`config.mk`:
```
export PLATFORM = sky130hd
export DESIGN_NAME = hpws_top
export DESIGN_NICKNAME = d
export VERILOG_FILES = /design/src/hpws_sync.v /design/src/hpws_top.v
export VERILOG_INCLUDE_DIRS = /design/src /design/src/src
export SDC_FILE = /design/constraint.sdc
export NUM_CORES = 1
export LEC_CHECK = 0
export BUFFER_PORTS_ARGS = -buffer_cell sky130_fd_sc_hd__buf_2
export CAP_MARGIN = 20
export CORE_AREA = 2 2 111 166
export DETAILED_ROUTE_END_ITERATION = 10
export DIE_AREA = 0 0 113 168
export SETUP_SLACK_MARGIN = 0.3
export SLEW_MARGIN = 25
export SYNTH_ARGS = -nofsm -noshare
export SYNTH_HDL_FRONTEND = slang
export SYNTH_HIERARCHICAL = 1
export SYNTH_SLANG_ARGS = --single-unit
```
`constraint.sdc`:
```
create_clock -name ref_clk_i -period 2.2 [get_ports ref_clk_i]
set_input_delay 0.33 -clock ref_clk_i [delete_from_list [all_inputs] [get_ports ref_clk_i]]
set_output_delay 0.33 -clock ref_clk_i [all_outputs]
set_load 0.03 [all_outputs]
```
`src/hpws_defs.vh`:
```
// constants for the host port front end: styles, widths, lane decode, timing
// assumes a single 100 MHz core clock; included by the front end only, not by its synchroniser
`ifndef HPWS_DEFS_VH
`define HPWS_DEFS_VH

// ==========================================================
// strap encodings
`define HPWS_STYLE_SPLIT    1'b1
`define HPWS_STYLE_DSTROBE  1'b0
`define HPWS_WIDTH_WORD     1'b1
`define HPWS_WIDTH_BYTE     1'b0

// ==========================================================
// bus widths
`define HPWS_ADDR_W         20
`define HPWS_DATA_W         16
`define HPWS_INT_W          32

// ==========================================================
// lane positions inside the 32-bit internal word
`define HPWS_LANE_LO        2'h0
`define HPWS_LANE_HI        2'h2

// ==========================================================
// reset level of the synchronised control pins: cs, strobe, dir, width, style
// all high, so the first cycles after reset never look like a strobe
`define HPWS_CTRL_IDLE      5'h1f

// ==========================================================
// data bus enables per access width
`define HPWS_OE_WORD        16'hffff
`define HPWS_OE_BYTE        16'h00ff

// ==========================================================
// synchroniser depth and clock rate
`define HPWS_SYNC_STAGES    2
`define HPWS_CLK_MHZ        100

`endif

```
`src/hpws_sync.v`:
```
// two flip-flop synchroniser for a bundle of asynchronous pin levels
// assumes pins are quasi-static relative to the core clock; no logic may read stage one
`timescale 1ns/1ns

module hpws_sync #(
  parameter             WIDTH   = 1,
  parameter [WIDTH-1:0] RST_VAL = {WIDTH{1'b0}}
) (
  // clock and reset
  input  wire             ref_clk_i,
  input  wire             rst_n_i,
  // levels in and out
  input  wire [WIDTH-1:0] async_i,
  output wire [WIDTH-1:0] sync_o
);

  // ==========================================================
  // two stages
  reg [WIDTH-1:0] meta_ff;  // first stage, may go metastable
  reg [WIDTH-1:0] sync_ff;  // second stage, the only one read

  // reset to the idle level so no false edge follows reset
  always @(posedge ref_clk_i or negedge rst_n_i) begin
    if (!rst_n_i) begin
      meta_ff <= RST_VAL;
      sync_ff <= RST_VAL;
    end else begin
      meta_ff <= async_i;
      sync_ff <= meta_ff;
    end
  end

  assign sync_o = sync_ff;

endmodule

```
`src/hpws_top.v`:
```
// host port front end: strap handling, strobe decoding, lane steering to a 32-bit core bus
// assumes an outside pad ring resolves the data bus and the open ready/ack pin from enables
`timescale 1ns/1ns
`include "hpws_defs.vh"

// Operation
// - high style select gives split strobes
// - low style select gives data strobe
// - control pins remapped per selected style
// - acknowledge is ready high or ack low
// - high width select gives 16-bit words
// - low width select gives bytes on D7..0
// - low address and width pick lane
// - every strobe synchronised before use
module hpws_top (
  // clock and reset
  input  wire                     ref_clk_i,
  input  wire                     rst_n_i,
  // host pins
  input  wire [`HPWS_ADDR_W-1:0]  addr_i,
  input  wire [`HPWS_DATA_W-1:0]  data_i,
  output reg  [`HPWS_DATA_W-1:0]  data_o,
  output reg  [`HPWS_DATA_W-1:0]  data_oe_o,
  input  wire                     chip_select_n_i,
  input  wire                     read_or_data_strobe_n_i,
  input  wire                     write_or_direction_i,
  input  wire                     access_width_select_i,
  input  wire                     handshake_style_select_i,
  output wire                     cycle_acknowledge_o,
  // core side
  output reg  [`HPWS_ADDR_W-1:0]  core_addr_o,
  output reg  [`HPWS_INT_W-1:0]   core_wdata_o,
  output reg  [3:0]               core_be_o,
  output wire                     core_req_o,
  output reg                      core_we_o,
  input  wire [`HPWS_INT_W-1:0]   core_rdata_i,
  input  wire                     core_ack_i
);

  // ==========================================================
  // local encodings

  // cycle tracker states
  localparam [1:0] ST_IDLE  = 2'h0;  // no cycle, bus released
  localparam [1:0] ST_REQ   = 2'h1;  // core request open
  localparam [1:0] ST_HOLD  = 2'h2;  // answer given, strobe still active
  localparam [1:0] ST_SPARE = 2'h3;  // unused code, falls back to idle

  // bundle of synchronised pins: address, data, then five control levels
  localparam              SYNC_W   = `HPWS_ADDR_W + `HPWS_DATA_W + 5;
  localparam [SYNC_W-1:0] SYNC_RST = {{(SYNC_W-5){1'b0}}, `HPWS_CTRL_IDLE};

  // ==========================================================
  // helper functions

  // byte enables of one host access inside the core word
  function [3:0] lane_be;
    input       width_word;  // 1: 16-bit access, 0: 8-bit access
    input [1:0] lane;        // two lowest address bits
    begin
      if (width_word) begin
        // word access: bit 1 picks the half, bit 0 is ignored
        lane_be = lane[1] ? 4'hc : 4'h3;
      end else begin
        // byte access: one enable per address
        lane_be = 4'h1 << lane;
      end
    end
  endfunction

  // steer one lane of the core word down to the host bus
  function [`HPWS_DATA_W-1:0] pick_read;
    input [`HPWS_INT_W-1:0] word;        // core read word
    input                   width_word;  // 1: word, 0: byte
    input [1:0]             lane;        // two lowest address bits
    begin
      if (width_word) begin
        pick_read = lane[1] ? word[31:16] : word[15:0];
      end else begin
        // upper host lines stay zero in byte mode
        case (lane)
          2'h0: begin
            pick_read = {8'h00, word[7:0]};
          end
          2'h1: begin
            pick_read = {8'h00, word[15:8]};
          end
          2'h2: begin
            pick_read = {8'h00, word[23:16]};
          end
          default: begin
            pick_read = {8'h00, word[31:24]};
          end
        endcase
      end
    end
  endfunction

  // copy host write data onto every lane; the enables pick the live one
  function [`HPWS_INT_W-1:0] spread_write;
    input [`HPWS_DATA_W-1:0] d;           // host write data
    input                    width_word;  // 1: word, 0: byte
    begin
      if (width_word) begin
        spread_write = {d, d};
      end else begin
        spread_write = {4{d[7:0]}};
      end
    end
  endfunction

  // ==========================================================
  // pin synchronisation

  wire [SYNC_W-1:0] pins_async;  // raw host levels
  wire [SYNC_W-1:0] pins_sync;   // levels after two flops

  // address and data go through too, so nothing reads a raw host level
  assign pins_async = {addr_i,
                       data_i,
                       chip_select_n_i,
                       read_or_data_strobe_n_i,
                       write_or_direction_i,
                       access_width_select_i,
                       handshake_style_select_i};

  // costs two cycles of latency on every strobe edge
  hpws_sync #(
    .WIDTH   (SYNC_W),
    .RST_VAL (SYNC_RST)
  ) sync_u (
    .ref_clk_i (ref_clk_i),
    .rst_n_i   (rst_n_i),
    .async_i   (pins_async),
    .sync_o    (pins_sync)
  );

  // ==========================================================
  // bundle fields

  wire [`HPWS_ADDR_W-1:0] s_addr;      // address
  wire [`HPWS_DATA_W-1:0] s_data;      // write data
  wire                    s_cs_n;      // chip select, active low
  wire                    s_strobe_n;  // read strobe or data strobe
  wire                    s_dir;       // write strobe or direction
  wire                    s_width;     // 1: word, 0: byte
  wire                    s_style;     // 1: split strobes, 0: data strobe

  assign s_addr     = pins_sync[SYNC_W-1 -: `HPWS_ADDR_W];
  assign s_data     = pins_sync[`HPWS_DATA_W+4:5];
  assign s_cs_n     = pins_sync[4];
  assign s_strobe_n = pins_sync[3];
  assign s_dir      = pins_sync[2];
  assign s_width    = pins_sync[1];
  assign s_style    = pins_sync[0];

  // ==========================================================
  // strobe decoding

  reg read_act;   // a qualified read is on the pins
  reg write_act;  // a qualified write is on the pins

  // the control pins mean different things per style
  always @* begin
    read_act  = 1'b0;
    write_act = 1'b0;
    // nothing counts without chip select
    if (!s_cs_n) begin
      if (s_style == `HPWS_STYLE_SPLIT) begin
        // separate read and write strobes, read wins a clash
        read_act  = !s_strobe_n;
        write_act = s_strobe_n && !s_dir;
      end else begin
        // data strobe qualified by the direction line
        read_act  = !s_strobe_n && s_dir;
        write_act = !s_strobe_n && !s_dir;
      end
    end
  end

  wire cycle_act;  // some cycle is on the pins
  assign cycle_act = read_act | write_act;

  // ==========================================================
  // cycle tracker

  reg [1:0] state_ff;   // current state
  reg [1:0] nxt_state;  // next state
  reg       width_ff;   // width latched at cycle start
  reg [1:0] lane_ff;    // lane latched at cycle start

  wire start_cyc;  // idle and a cycle appears
  wire core_done;  // core answers the open request
  assign start_cyc = (state_ff == ST_IDLE) && cycle_act;
  assign core_done = (state_ff == ST_REQ) && core_ack_i;

  // one core request per host strobe; a new one needs the strobe released
  // limitation: a release shorter than one clock period may be missed, and one before the core answers is not seen
  always @* begin
    nxt_state = state_ff;
    case (state_ff)
      ST_IDLE: begin
        if (cycle_act) begin
          nxt_state = ST_REQ;
        end
      end
      ST_REQ: begin
        // never abandoned, so a short strobe still completes in the core
        if (core_ack_i) begin
          nxt_state = ST_HOLD;
        end
      end
      ST_HOLD: begin
        if (!cycle_act) begin
          nxt_state = ST_IDLE;
        end
      end
      default: begin
        nxt_state = ST_IDLE;
      end
    endcase
  end

  // state register
  always @(posedge ref_clk_i or negedge rst_n_i) begin
    if (!rst_n_i) begin
      state_ff <= ST_IDLE;
    end else begin
      state_ff <= nxt_state;
    end
  end

  // ==========================================================
  // core request

  // request fields frozen at cycle start, so the pins may move afterwards
  always @(posedge ref_clk_i or negedge rst_n_i) begin
    if (!rst_n_i) begin
      core_addr_o  <= {`HPWS_ADDR_W{1'b0}};
      core_we_o    <= 1'b0;
      core_be_o    <= 4'h0;
      core_wdata_o <= {`HPWS_INT_W{1'b0}};
      width_ff     <= `HPWS_WIDTH_WORD;
      lane_ff      <= `HPWS_LANE_LO;
    end else if (start_cyc) begin
      // core sees the word address; lanes come from the enables
      core_addr_o  <= {s_addr[`HPWS_ADDR_W-1:2], 2'h0};
      core_we_o    <= write_act && !read_act;
      core_be_o    <= lane_be(s_width, s_addr[1:0]);
      core_wdata_o <= spread_write(s_data, s_width);
      width_ff     <= s_width;
      lane_ff      <= s_addr[1:0];
    end
  end

  // request stands until the core acknowledges
  assign core_req_o = (state_ff == ST_REQ);

  // ==========================================================
  // host data bus

  // drive only on reads, and release as soon as the strobe is gone
  always @(posedge ref_clk_i or negedge rst_n_i) begin
    if (!rst_n_i) begin
      data_o    <= {`HPWS_DATA_W{1'b0}};
      data_oe_o <= {`HPWS_DATA_W{1'b0}};
    end else if (core_done && !core_we_o && cycle_act) begin
      // upper lines stay released in byte mode
      data_o    <= pick_read(core_rdata_i, width_ff, lane_ff);
      data_oe_o <= width_ff ? `HPWS_OE_WORD : `HPWS_OE_BYTE;
    end else if (!cycle_act) begin
      data_oe_o <= {`HPWS_DATA_W{1'b0}};
    end
  end

  // ==========================================================
  // cycle acknowledge

  // split style: ready, low while the core request is open
  // data-strobe style: acknowledge, low while the answer stands
  // limitation: ready is high until the synchronised strobe is seen
  assign cycle_acknowledge_o = (s_style == `HPWS_STYLE_SPLIT) ? (state_ff != ST_REQ)
                                                              : (state_ff != ST_HOLD);

endmodule

```
# Yosys cells after proc, flatten, opt, wreduce, memory -nomap -nowiden
# Index checks and enable logic that the tools add are counted.
# Widths: inputs -> output; s select.
[totals] reg_bits=174 latchBits=0 ramBits=0 rom_bits=0 out_inout_bits=91 word_cells=56 mem_count=0
[classes] n_addsub=0 multipliers=0 div_mod_pow=0 order_cmp=0 n_eq_ne=10 n_shift=1 muxes=18 bitwise=1 n_reduce_logical=15
[op_table] operator="$mux 16" count=5
[op_table] operator="$mux 32" count=1
[op_table] operator="$pmux 8 s3" count=1
[op_table] operator="$logic_and 1x1->1" count=8
[op_table] operator="$mux 4" count=2
[op_table] operator="$mux 2" count=3
[op_table] operator="$ne 2x1->1 const B" count=3
[op_table] operator="$ne 2x2->1 const B" count=3
[op_table] operator="$pmux 2 s3" count=1
[op_table] operator="$mux 1" count=5
[op_table] operator="$eq 2x1->1 const B" count=2
[op_table] operator="$eq 2x2->1 const B" count=2
[op_table] operator="$logic_not 1->1" count=4
[op_table] operator="$logic_not 2->1" count=2
[op_table] operator="$shl 1x2->4 const A" count=1
[op_table] operator="$reduce_and 3->1" count=1
[op_table] operator="$or 1x1->1" count=1

# Depth between registers and ports, before layout
# Gate-level depths: netlist (run 1).
[logic_depth] word_depth=7 mapped_depth=5 mapped_depth_nobuf=3

# Hierarchy
# Netlist (run 1), hierarchy kept.
[by_module_without_submodules] mod="hpws_top" n_inst=1 cells_per_inst=230 area_per_inst_um2=3098.0 seq_area_each_um2=1552.7
[by_module_without_submodules] mod="hpws_sync" n_inst=1 cells_per_inst=82 area_per_inst_um2=2064.5 seq_area_each_um2=2064.5

# Least setup slack after synthesis (run 1)
# OpenSTA, ideal clock, no wires.
[synth_timing] path_kind="flip-flop to flip-flop" start="register core_we_o" end="register data_o[10]" setup_time_ns=0.125 arrival_time_ns=1.764 slack_ns=0.311 stages_incl_launch_ff=5 path_buffers=1 cell_sequence="dfrtp_1 nand4bb_1 a211oi_2 buf_4 mux2_2"
[synth_via] elab_chain_len=3
[synth_rtl] element="from (decl)" line_no="hpws_top.v:35" text="output reg core_we_o,"
[synth_rtl] element="from (signal assigned)" line_no="hpws_top.v:248" text="core_we_o <= write_act && !read_act;"
[synth_rtl] element="$logic_not 1->1" line_no="hpws_top.v:267" text="end else if (core_done && !core_we_o && cycle_act) begin"
[synth_rtl] element="$logic_and 1x1->1 (2 in series)" line_no="hpws_top.v:267"
[synth_rtl] element="to (signal assigned)" line_no="hpws_top.v:265" text="data_o <= {`HPWS_DATA_W{1'b0}};"
[synth_rtl] element="to (signal assigned)" line_no="hpws_top.v:269" text="data_o <= pick_read(core_rdata_i, width_ff, lane_ff);"
[synth_rtl] element="to (decl)" line_no="hpws_top.v:22" text="output reg [`HPWS_DATA_W-1:0] data_o,"
# No other way between the ends.
# A chain may end at the register's enable or synchronous reset.

# Worst setup path after layout (run 1)
[layout_timing] start="register sync_u.sync_ff[0], in the netlist sync_u/sync_o[0]" end="register core_wdata_o[16]"
[layout_via] elab_chain_len=4 elab_cells_between_ends=6 cone_classes="4 x mux; 1 x bitwise; 1 x reduce/logical"
[layout_rtl] element="from (decl)" line_no="hpws_sync.v:20" text="reg [WIDTH-1:0] sync_ff;"
[layout_rtl] element="from (signal assigned)" line_no="hpws_sync.v:29" text="sync_ff <= meta_ff;"
[layout_rtl] element="$mux 1" line_no="hpws_top.v:169" text="if (s_style == `HPWS_STYLE_SPLIT) begin"
[layout_rtl] element="$mux 1" line_no="hpws_top.v:168" text="if (!s_cs_n) begin"
[layout_rtl] element="$or 1x1->1 (*)" line_no="hpws_top.v:182" text="assign cycle_act = read_act | write_act;"
[layout_rtl] element="$logic_and 1x1->1 (*)" line_no="hpws_top.v:194" text="assign start_cyc = (state_ff == ST_IDLE) && cycle_act;"
[layout_rtl] element="to (signal assigned)" line_no="hpws_top.v:242" text="core_wdata_o <= {`HPWS_INT_W{1'b0}};"
[layout_rtl] element="to (signal assigned)" line_no="hpws_top.v:250" text="core_wdata_o <= spread_write(s_data, s_width);"
[layout_rtl] element="to (decl)" line_no="hpws_top.v:32" text="output reg [`HPWS_INT_W-1:0] core_wdata_o,"
# Mark *: on every way between the ends. The rest lies on a longest branch, timed or not.

==> flow_summary.toml, run 1 <==
[worst_setup_path]
r2r_end = "core_wdata_o[16]"
worstSetupStartpointType = "flip-flop"
worst_ep_arrival_time_ns = 2.11
r2r-start = "sync_u/sync_o[0]"
cp-startpoint = "sync_u/sync_o[0]"
cp-end-kind = "flip-flop"
ff2ff_path_depth = 4
path_max_fanout = 27
critPathCapture = "core_wdata_o[16]"
critical_path_class = "flip-flop to flip-flop"
required_ns = 2.48
r2r_setup_slack_ns = 0.37

[floorplan]
die_w_um = 113
die-area_um2 = 19000
initial_core_util_pct = 29.1
die_y_um = 168
row_count = 60
fp.coreArea_um2 = 17700
num_io_pins = 167

[placed_design]
placed_cell_area_um2 = 6040
numPortBuffers = 164
gp_congestion = 0.698
hpwl_mm = 6.76
dp_cells = 660

[logic_synthesis]
ys_ff_latch = 144
yosys_warnings = 6
synth_area_um2 = 5160
ys_types = 26
netlist_instances = 312
avgSynthCellArea_um2 = 16.5
seq_area_frac_synth_pct = 70.1

[job]
maxCapViolCount = 0

[outcome]
violations = "design-rule violations"
status = "finished, violations left"

[sta]
drv_slew = 0
setup_tns_ns = 0
report.final.setup_viol = 0
clock_skew_ns = 0.0116
period_needed_ns = 1.83
worst_pin_slew_ns = 0.524
fin_crit_sh_pct = 83.1
fmaxAchievable_mhz = 547
max_slew_margin_pct = 65.0
rsz0062_at_grt = "yes"
finalHoldViolCount = 0

[global_route]
antenna_found_initial = 0
grt_max_degree = 58
grt_pass1_wl_mm = 15.4
gr-total-overflow = 0
grt_usage_pct = 10.5
first_global_vias = 3103

[detailed_routing]
wl_mm = 9.72
viasPerCell = 4.17
post_drt_wl_per_cell_um = 14.0
routed-via-count = 2892
drc = 13
ant_nets = 0
dr.pass1.iters = 7
drt_iter0_drc = 75

[power]
p_leak_nw = 3.27
ir_drop_mv = 0.621
p_per_area_nw_per_um2 = 1410
p_total_mw = 9.48

[finish]
nets = 539
final_common_cell = "buf_2"
stdcell_count = 693
stdcell_area_um2 = 6710
antenna_cells = 0
layout_common_cells = "buf_2, dfrtp_1, mux2_2"
area_growth_pct = 29.9
drive_above_1_share_pct = 59.2

[clocking]
cts_buffer_depth = 2
clk_pin_slew_ns = 0.06
cts.sinks = 144
clkLatencyLatePin_ns = 0.40
tritoncts = "yes"
cts-buffers-inserted = 17
root_buffer = "clkbuf_16"
cts_max_level = 4

[min_path]
worstHoldPathType = "input pin to flip-flop"
-- registers in the layout, summed over array words and instances (netlist names) --
| signal | count |
|---|---|
| core_addr_o | 18 |
| core_be_o | 4 |
| core_wdata_o | 16 |
| core_we_o | 1 |
| data_o | 16 |
| data_oe_o | 2 |
| lane_ff | 2 |
| state_ff | 2 |
| sync_u/meta_ff | 41 |
| sync_u/sync_o | 41 |
| width_ff | 1 |
-- where the power goes --
part | total [mW] | internal, mW | switching [mW]
registers | 3.51 | 3.19 | 0.322
logic | 2.81 | 1.00 | 1.81
clock network | 3.16 | 2.06 | 1.10
-- synth_stat cells, drive strengths merged --
| master | instances | area share [%] |
|---|---|---|
| dfrtp | 133 | 64 |
| mux2 | 64 | 14 |
| buf | 39 | 5.9 |
| mux2i | 27 | 5.2 |
| dfstp | 11 | 5.6 |
| nor2b | 10 | 1.2 |
| inv | 5 | 0.36 |
| a21oi | 3 | 0.29 |
| clkbuf | 3 | 0.22 |
| nand2 | 2 | 0.15 |
| nand2b | 2 | 0.29 |
| o21ai | 2 | 0.19 |
| a2111oi | 1 | 0.53 |
| a211oi | 1 | 0.24 |
| a21boi | 1 | 0.15 |
| a21o | 1 | 0.17 |
| a22o | 1 | 0.17 |
| conb | 1 | 0.073 |
| nand4bb | 1 | 0.22 |
| nor3 | 1 | 0.097 |
| nor4bb | 1 | 0.19 |
| o21a | 1 | 0.15 |
| xor2 | 1 | 0.17 |
-- kinds of logic (layout without fill, tap and decap cells) --
logic type             Yosys count  count (layout)  synth area share, %
flip-flops                     144             144                 70.1
multiplexers                    91              91                 19.2
buffers and inverters           47             210                 6.45
AND/OR/NAND/NOR                 17              17                 2.16
AO/OA/AOI/OAI                   11              11                 1.89
other                            1               2               0.0726
XOR/XNOR                         1               1                0.170
-- per-layer routing --
metal  vias up  GRT usage [%]  wire [um]
met5         -              0          0
met4         0           4.51        136
met3        11           3.20        605
met2       106           18.2       5120
met1      1446           11.8       3860
li1       1329              -          -
-- worst max-delay path: stages, from the launching register on --
cell and delay [ns]:
dfstp_2 0.57, nand2b_2 0.10, a2111oi_4 0.42, buf_12 0.25
mux2_2 0.36
-- cell type report --
class                   count  area (um^2)
repair buffers            173          926
flip-flops and latches    144         3620
multi-input cells         122         1220
clock inverters            12          208
inverters                   5         18.8
fillers                  1701        11000
well taps                 217          272
clock buffers              20          447
-- per-stage QoR --
step | worst slack (ns) | hold WS, ns | utilization, %
2_1_floorplan | 0.311 | 0.0344 | -
3_3_place_gp | 0.310 | 0.324 | 34.1
3_5_place_dp | 0.253 | 0.332 | 34.1
4_1_cts | 0.295 | 0.00626 | 37.8
5_1_grt | 0.283 | 0.000507 | 37.9
6_report | 0.372 | 0.0284 | 37.9
-- how the worst min path moves through the flow --
stage | start | endpoint | slack, ns | depth (start not counted)
4_1_cts | data_i[5] | sync_u/meta_ff[10] | 0.006 | 1
6_report | handshake_style_select_i | sync_u/meta_ff[0] | 0.03 | 1
3_3_place_gp | rst_n_i | sync_u/meta_ff[17] | 0.32 | 1
3_5_place_dp | rst_n_i | sync_u/meta_ff[17] | 0.33 | 1
2_1_floorplan | rst_n_i | core_addr_o[10] | 0.03 | 0
5_1_grt | data_i[5] | sync_u/meta_ff[10] | 0.0005 | 1
-- repair_timing --
action                     4_1_cts  5_1_grt
setup endpoints to repair       16       41
gates cloned                     0        0
hold endpoints to repair        52        0
pin swaps                        0        1
setup buffers                    0        0
hold buffers                     1        0
resized for setup                1        1
(Power assumes the default switching activity.)
==> inputs of run 2 (changes only) <==
clock period = 1.75 ns   (was 2.2 ns; I/O delays follow)
==> flow_summary.toml, run 2 (synthesis gave the netlist of run 1 again) <==
[sta]
fin_crit_sh_pct = 99.1
period_needed_ns = 1.73
report.final.setup_viol = 0
clock_skew_ns = 0.0108
drv_slew = 0
whs_ns = 0.172
rsz0062_at_grt = "yes"
fmaxAchievable_mhz = 577
finalHoldViolCount = 0
setup_tns_ns = 0
worst_slack_ns = 0.0166

[finish]
nets = 592
drive_above_1_share_pct = 56.4
stdcell_count = 745
fin_util_pct = 42.3
layout_common_cells = "buf_2, dfrtp_1, mux2_4"
area_growth_pct = 45.1
antenna_cells = 0
final_common_cell = "buf_2"

[power]
swShare_pct = 34.7
ir_drop_mv = 0.805
p_seq_share_pct = 36.1
p_per_area_nw_per_um2 = 1640
p_switching_mw = 4.27
intPower_mw = 8.05
p_leak_nw = 3.67
power_frac_comb_pct = 33.5
power_frac_clock_pct = 30.4

[min_path]
worstHoldPathType = "input pin to flip-flop"

[worst_setup_path]
path_max_fanout = 8
worst_ep_arrival_time_ns = 2.02
required_ns = 2.04
crit_buf_inv = 2
worstPathCellList = "nand2b_4 > a2111oi_4 > buf_4 > buf_8 > mux2_4"
worstSetupStartpointType = "flip-flop"
cp-end-kind = "flip-flop"
critical_path_class = "flip-flop to flip-flop"
max_stage_delay_ns = 0.56
critPathTopFamily = "flip-flops"
slowest_stage = "dfstp_2"

[global_route]
grt_pass1_wl_mm = 17.2
grt_usage_pct = 11.6
gr-total-overflow = 0
antenna_found_initial = 0
first_global_vias = 3360
grt_max_degree = 51

[detailed_routing]
routed-via-count = 3096
ant_nets = 0
wl_mm = 10.7
viasPerCell = 4.16
post_drt_wl_per_cell_um = 14.3
drt_iter0_drc = 72
drc = 13
dr.pass1.iters = 7

[placed_design]
pre_cts_ws_ns = -0.0299
gp_congestion = 0.691
hpwl_mm = 7.00
dp_cells = 666
numPortBuffers = 164

[floorplan]
initial_core_util_pct = 29.1
die-area_um2 = 19000
num_io_pins = 167
fp.coreArea_um2 = 17700
die_y_um = 168
die_w_um = 113
row_count = 60

[clocking]
cts.sinks = 144
clkLatencyLatePin_ns = 0.41
cts_buffer_depth = 2
root_buffer = "clkbuf_16"
cts-buffers-inserted = 17
tritoncts = "yes"
cts_max_level = 4
clk_pin_slew_ns = 0.06

[outcome]
status = "finished, violations left"
violations = "design-rule violations"

[job]
maxCapViolCount = 0
## run 2: cell types whose count changed in the layout (fill, tap and decap cells not counted), sizes merged
cell	change
clkbuf	-1
inv	+3
bufinv	-2
buf	+11
dlygate4sd3	+41
clkinv	-3
clkinvlp	+3
## run 2: worst paths after layout
path | from | to | slack, ns | cells after the start
max in group asynchronous | rst_n_i | sync_u/meta_ff[2] | 0.75 | 3
hold reg to reg | sync_u/meta_ff[23] | sync_u/sync_o[23] | 0.34 | 0
hold / removal | core_ack_i | state_ff[1] | 0.17 | 2
setup / recovery | sync_u/sync_o[0] | core_addr_o[12] | 0.02 | 5
setup reg to reg | sync_u/sync_o[0] | core_addr_o[12] | 0.02 | 5
min in group asynchronous | rst_n_i | sync_u/meta_ff[11] | 0.34 | 2
## run 2: cell type report
type                            instances  area [um^2]
Multi-Input combinational cell        122         1440
Sequential cell                       144         3620
Clock inverter                         13          176
Timing Repair Buffer                  226         1530
Clock buffer                           18          439
Tap cell                              217          272
Inverter                                5         18.8
Fill cell                            1583        10200
## run 2: timing repair
item | in CTS | in global routing
setup endpoints to repair | 61 | 61
hold buffers | 42 | 0
gates cloned | 1 | 1
gates resized for setup | 48 | 9
endpoints found under the hold margin | 76 | 0
setup buffers | 3 | 1
## run 2: per-layer routing
layer	up-vias	wire length, um	track usage [%]
li1	1431	-	-
met2	102	5510	19.4
met5	-	0	0
met3	9	508	2.92
met4	0	133	4.67
met1	1554	4510	14.2
## run 2: worst register-to-register path: stages (launching register included)
cell and delay, ns:
dfstp_2 0.56, nand2b_4 0.07, a2111oi_4 0.33, buf_4 0.21, buf_8 0.15, mux2_4 0.31
## run 2: through the flow
stage / power [mW] / area, um^2
after floorplan: 7.19 / 5230
after global placement: 8.14 / 6190
after detailed placement: 8.22 / 6190
after CTS: 12.4 / 7430
after global routing: 12.9 / 7490
final: 12.3 / 7490
## run 2: power groups by stage
stage          clock [mW]  combinational [mW]  sequential (mW)
6_report             3.74                4.12             4.45
5_1_grt              4.01                4.36             4.55
4_1_cts              3.85                4.10             4.46
3_5_place_dp            0                3.73             4.49
3_3_place_gp            0                3.68             4.46
2_1_floorplan           0                1.72             5.47
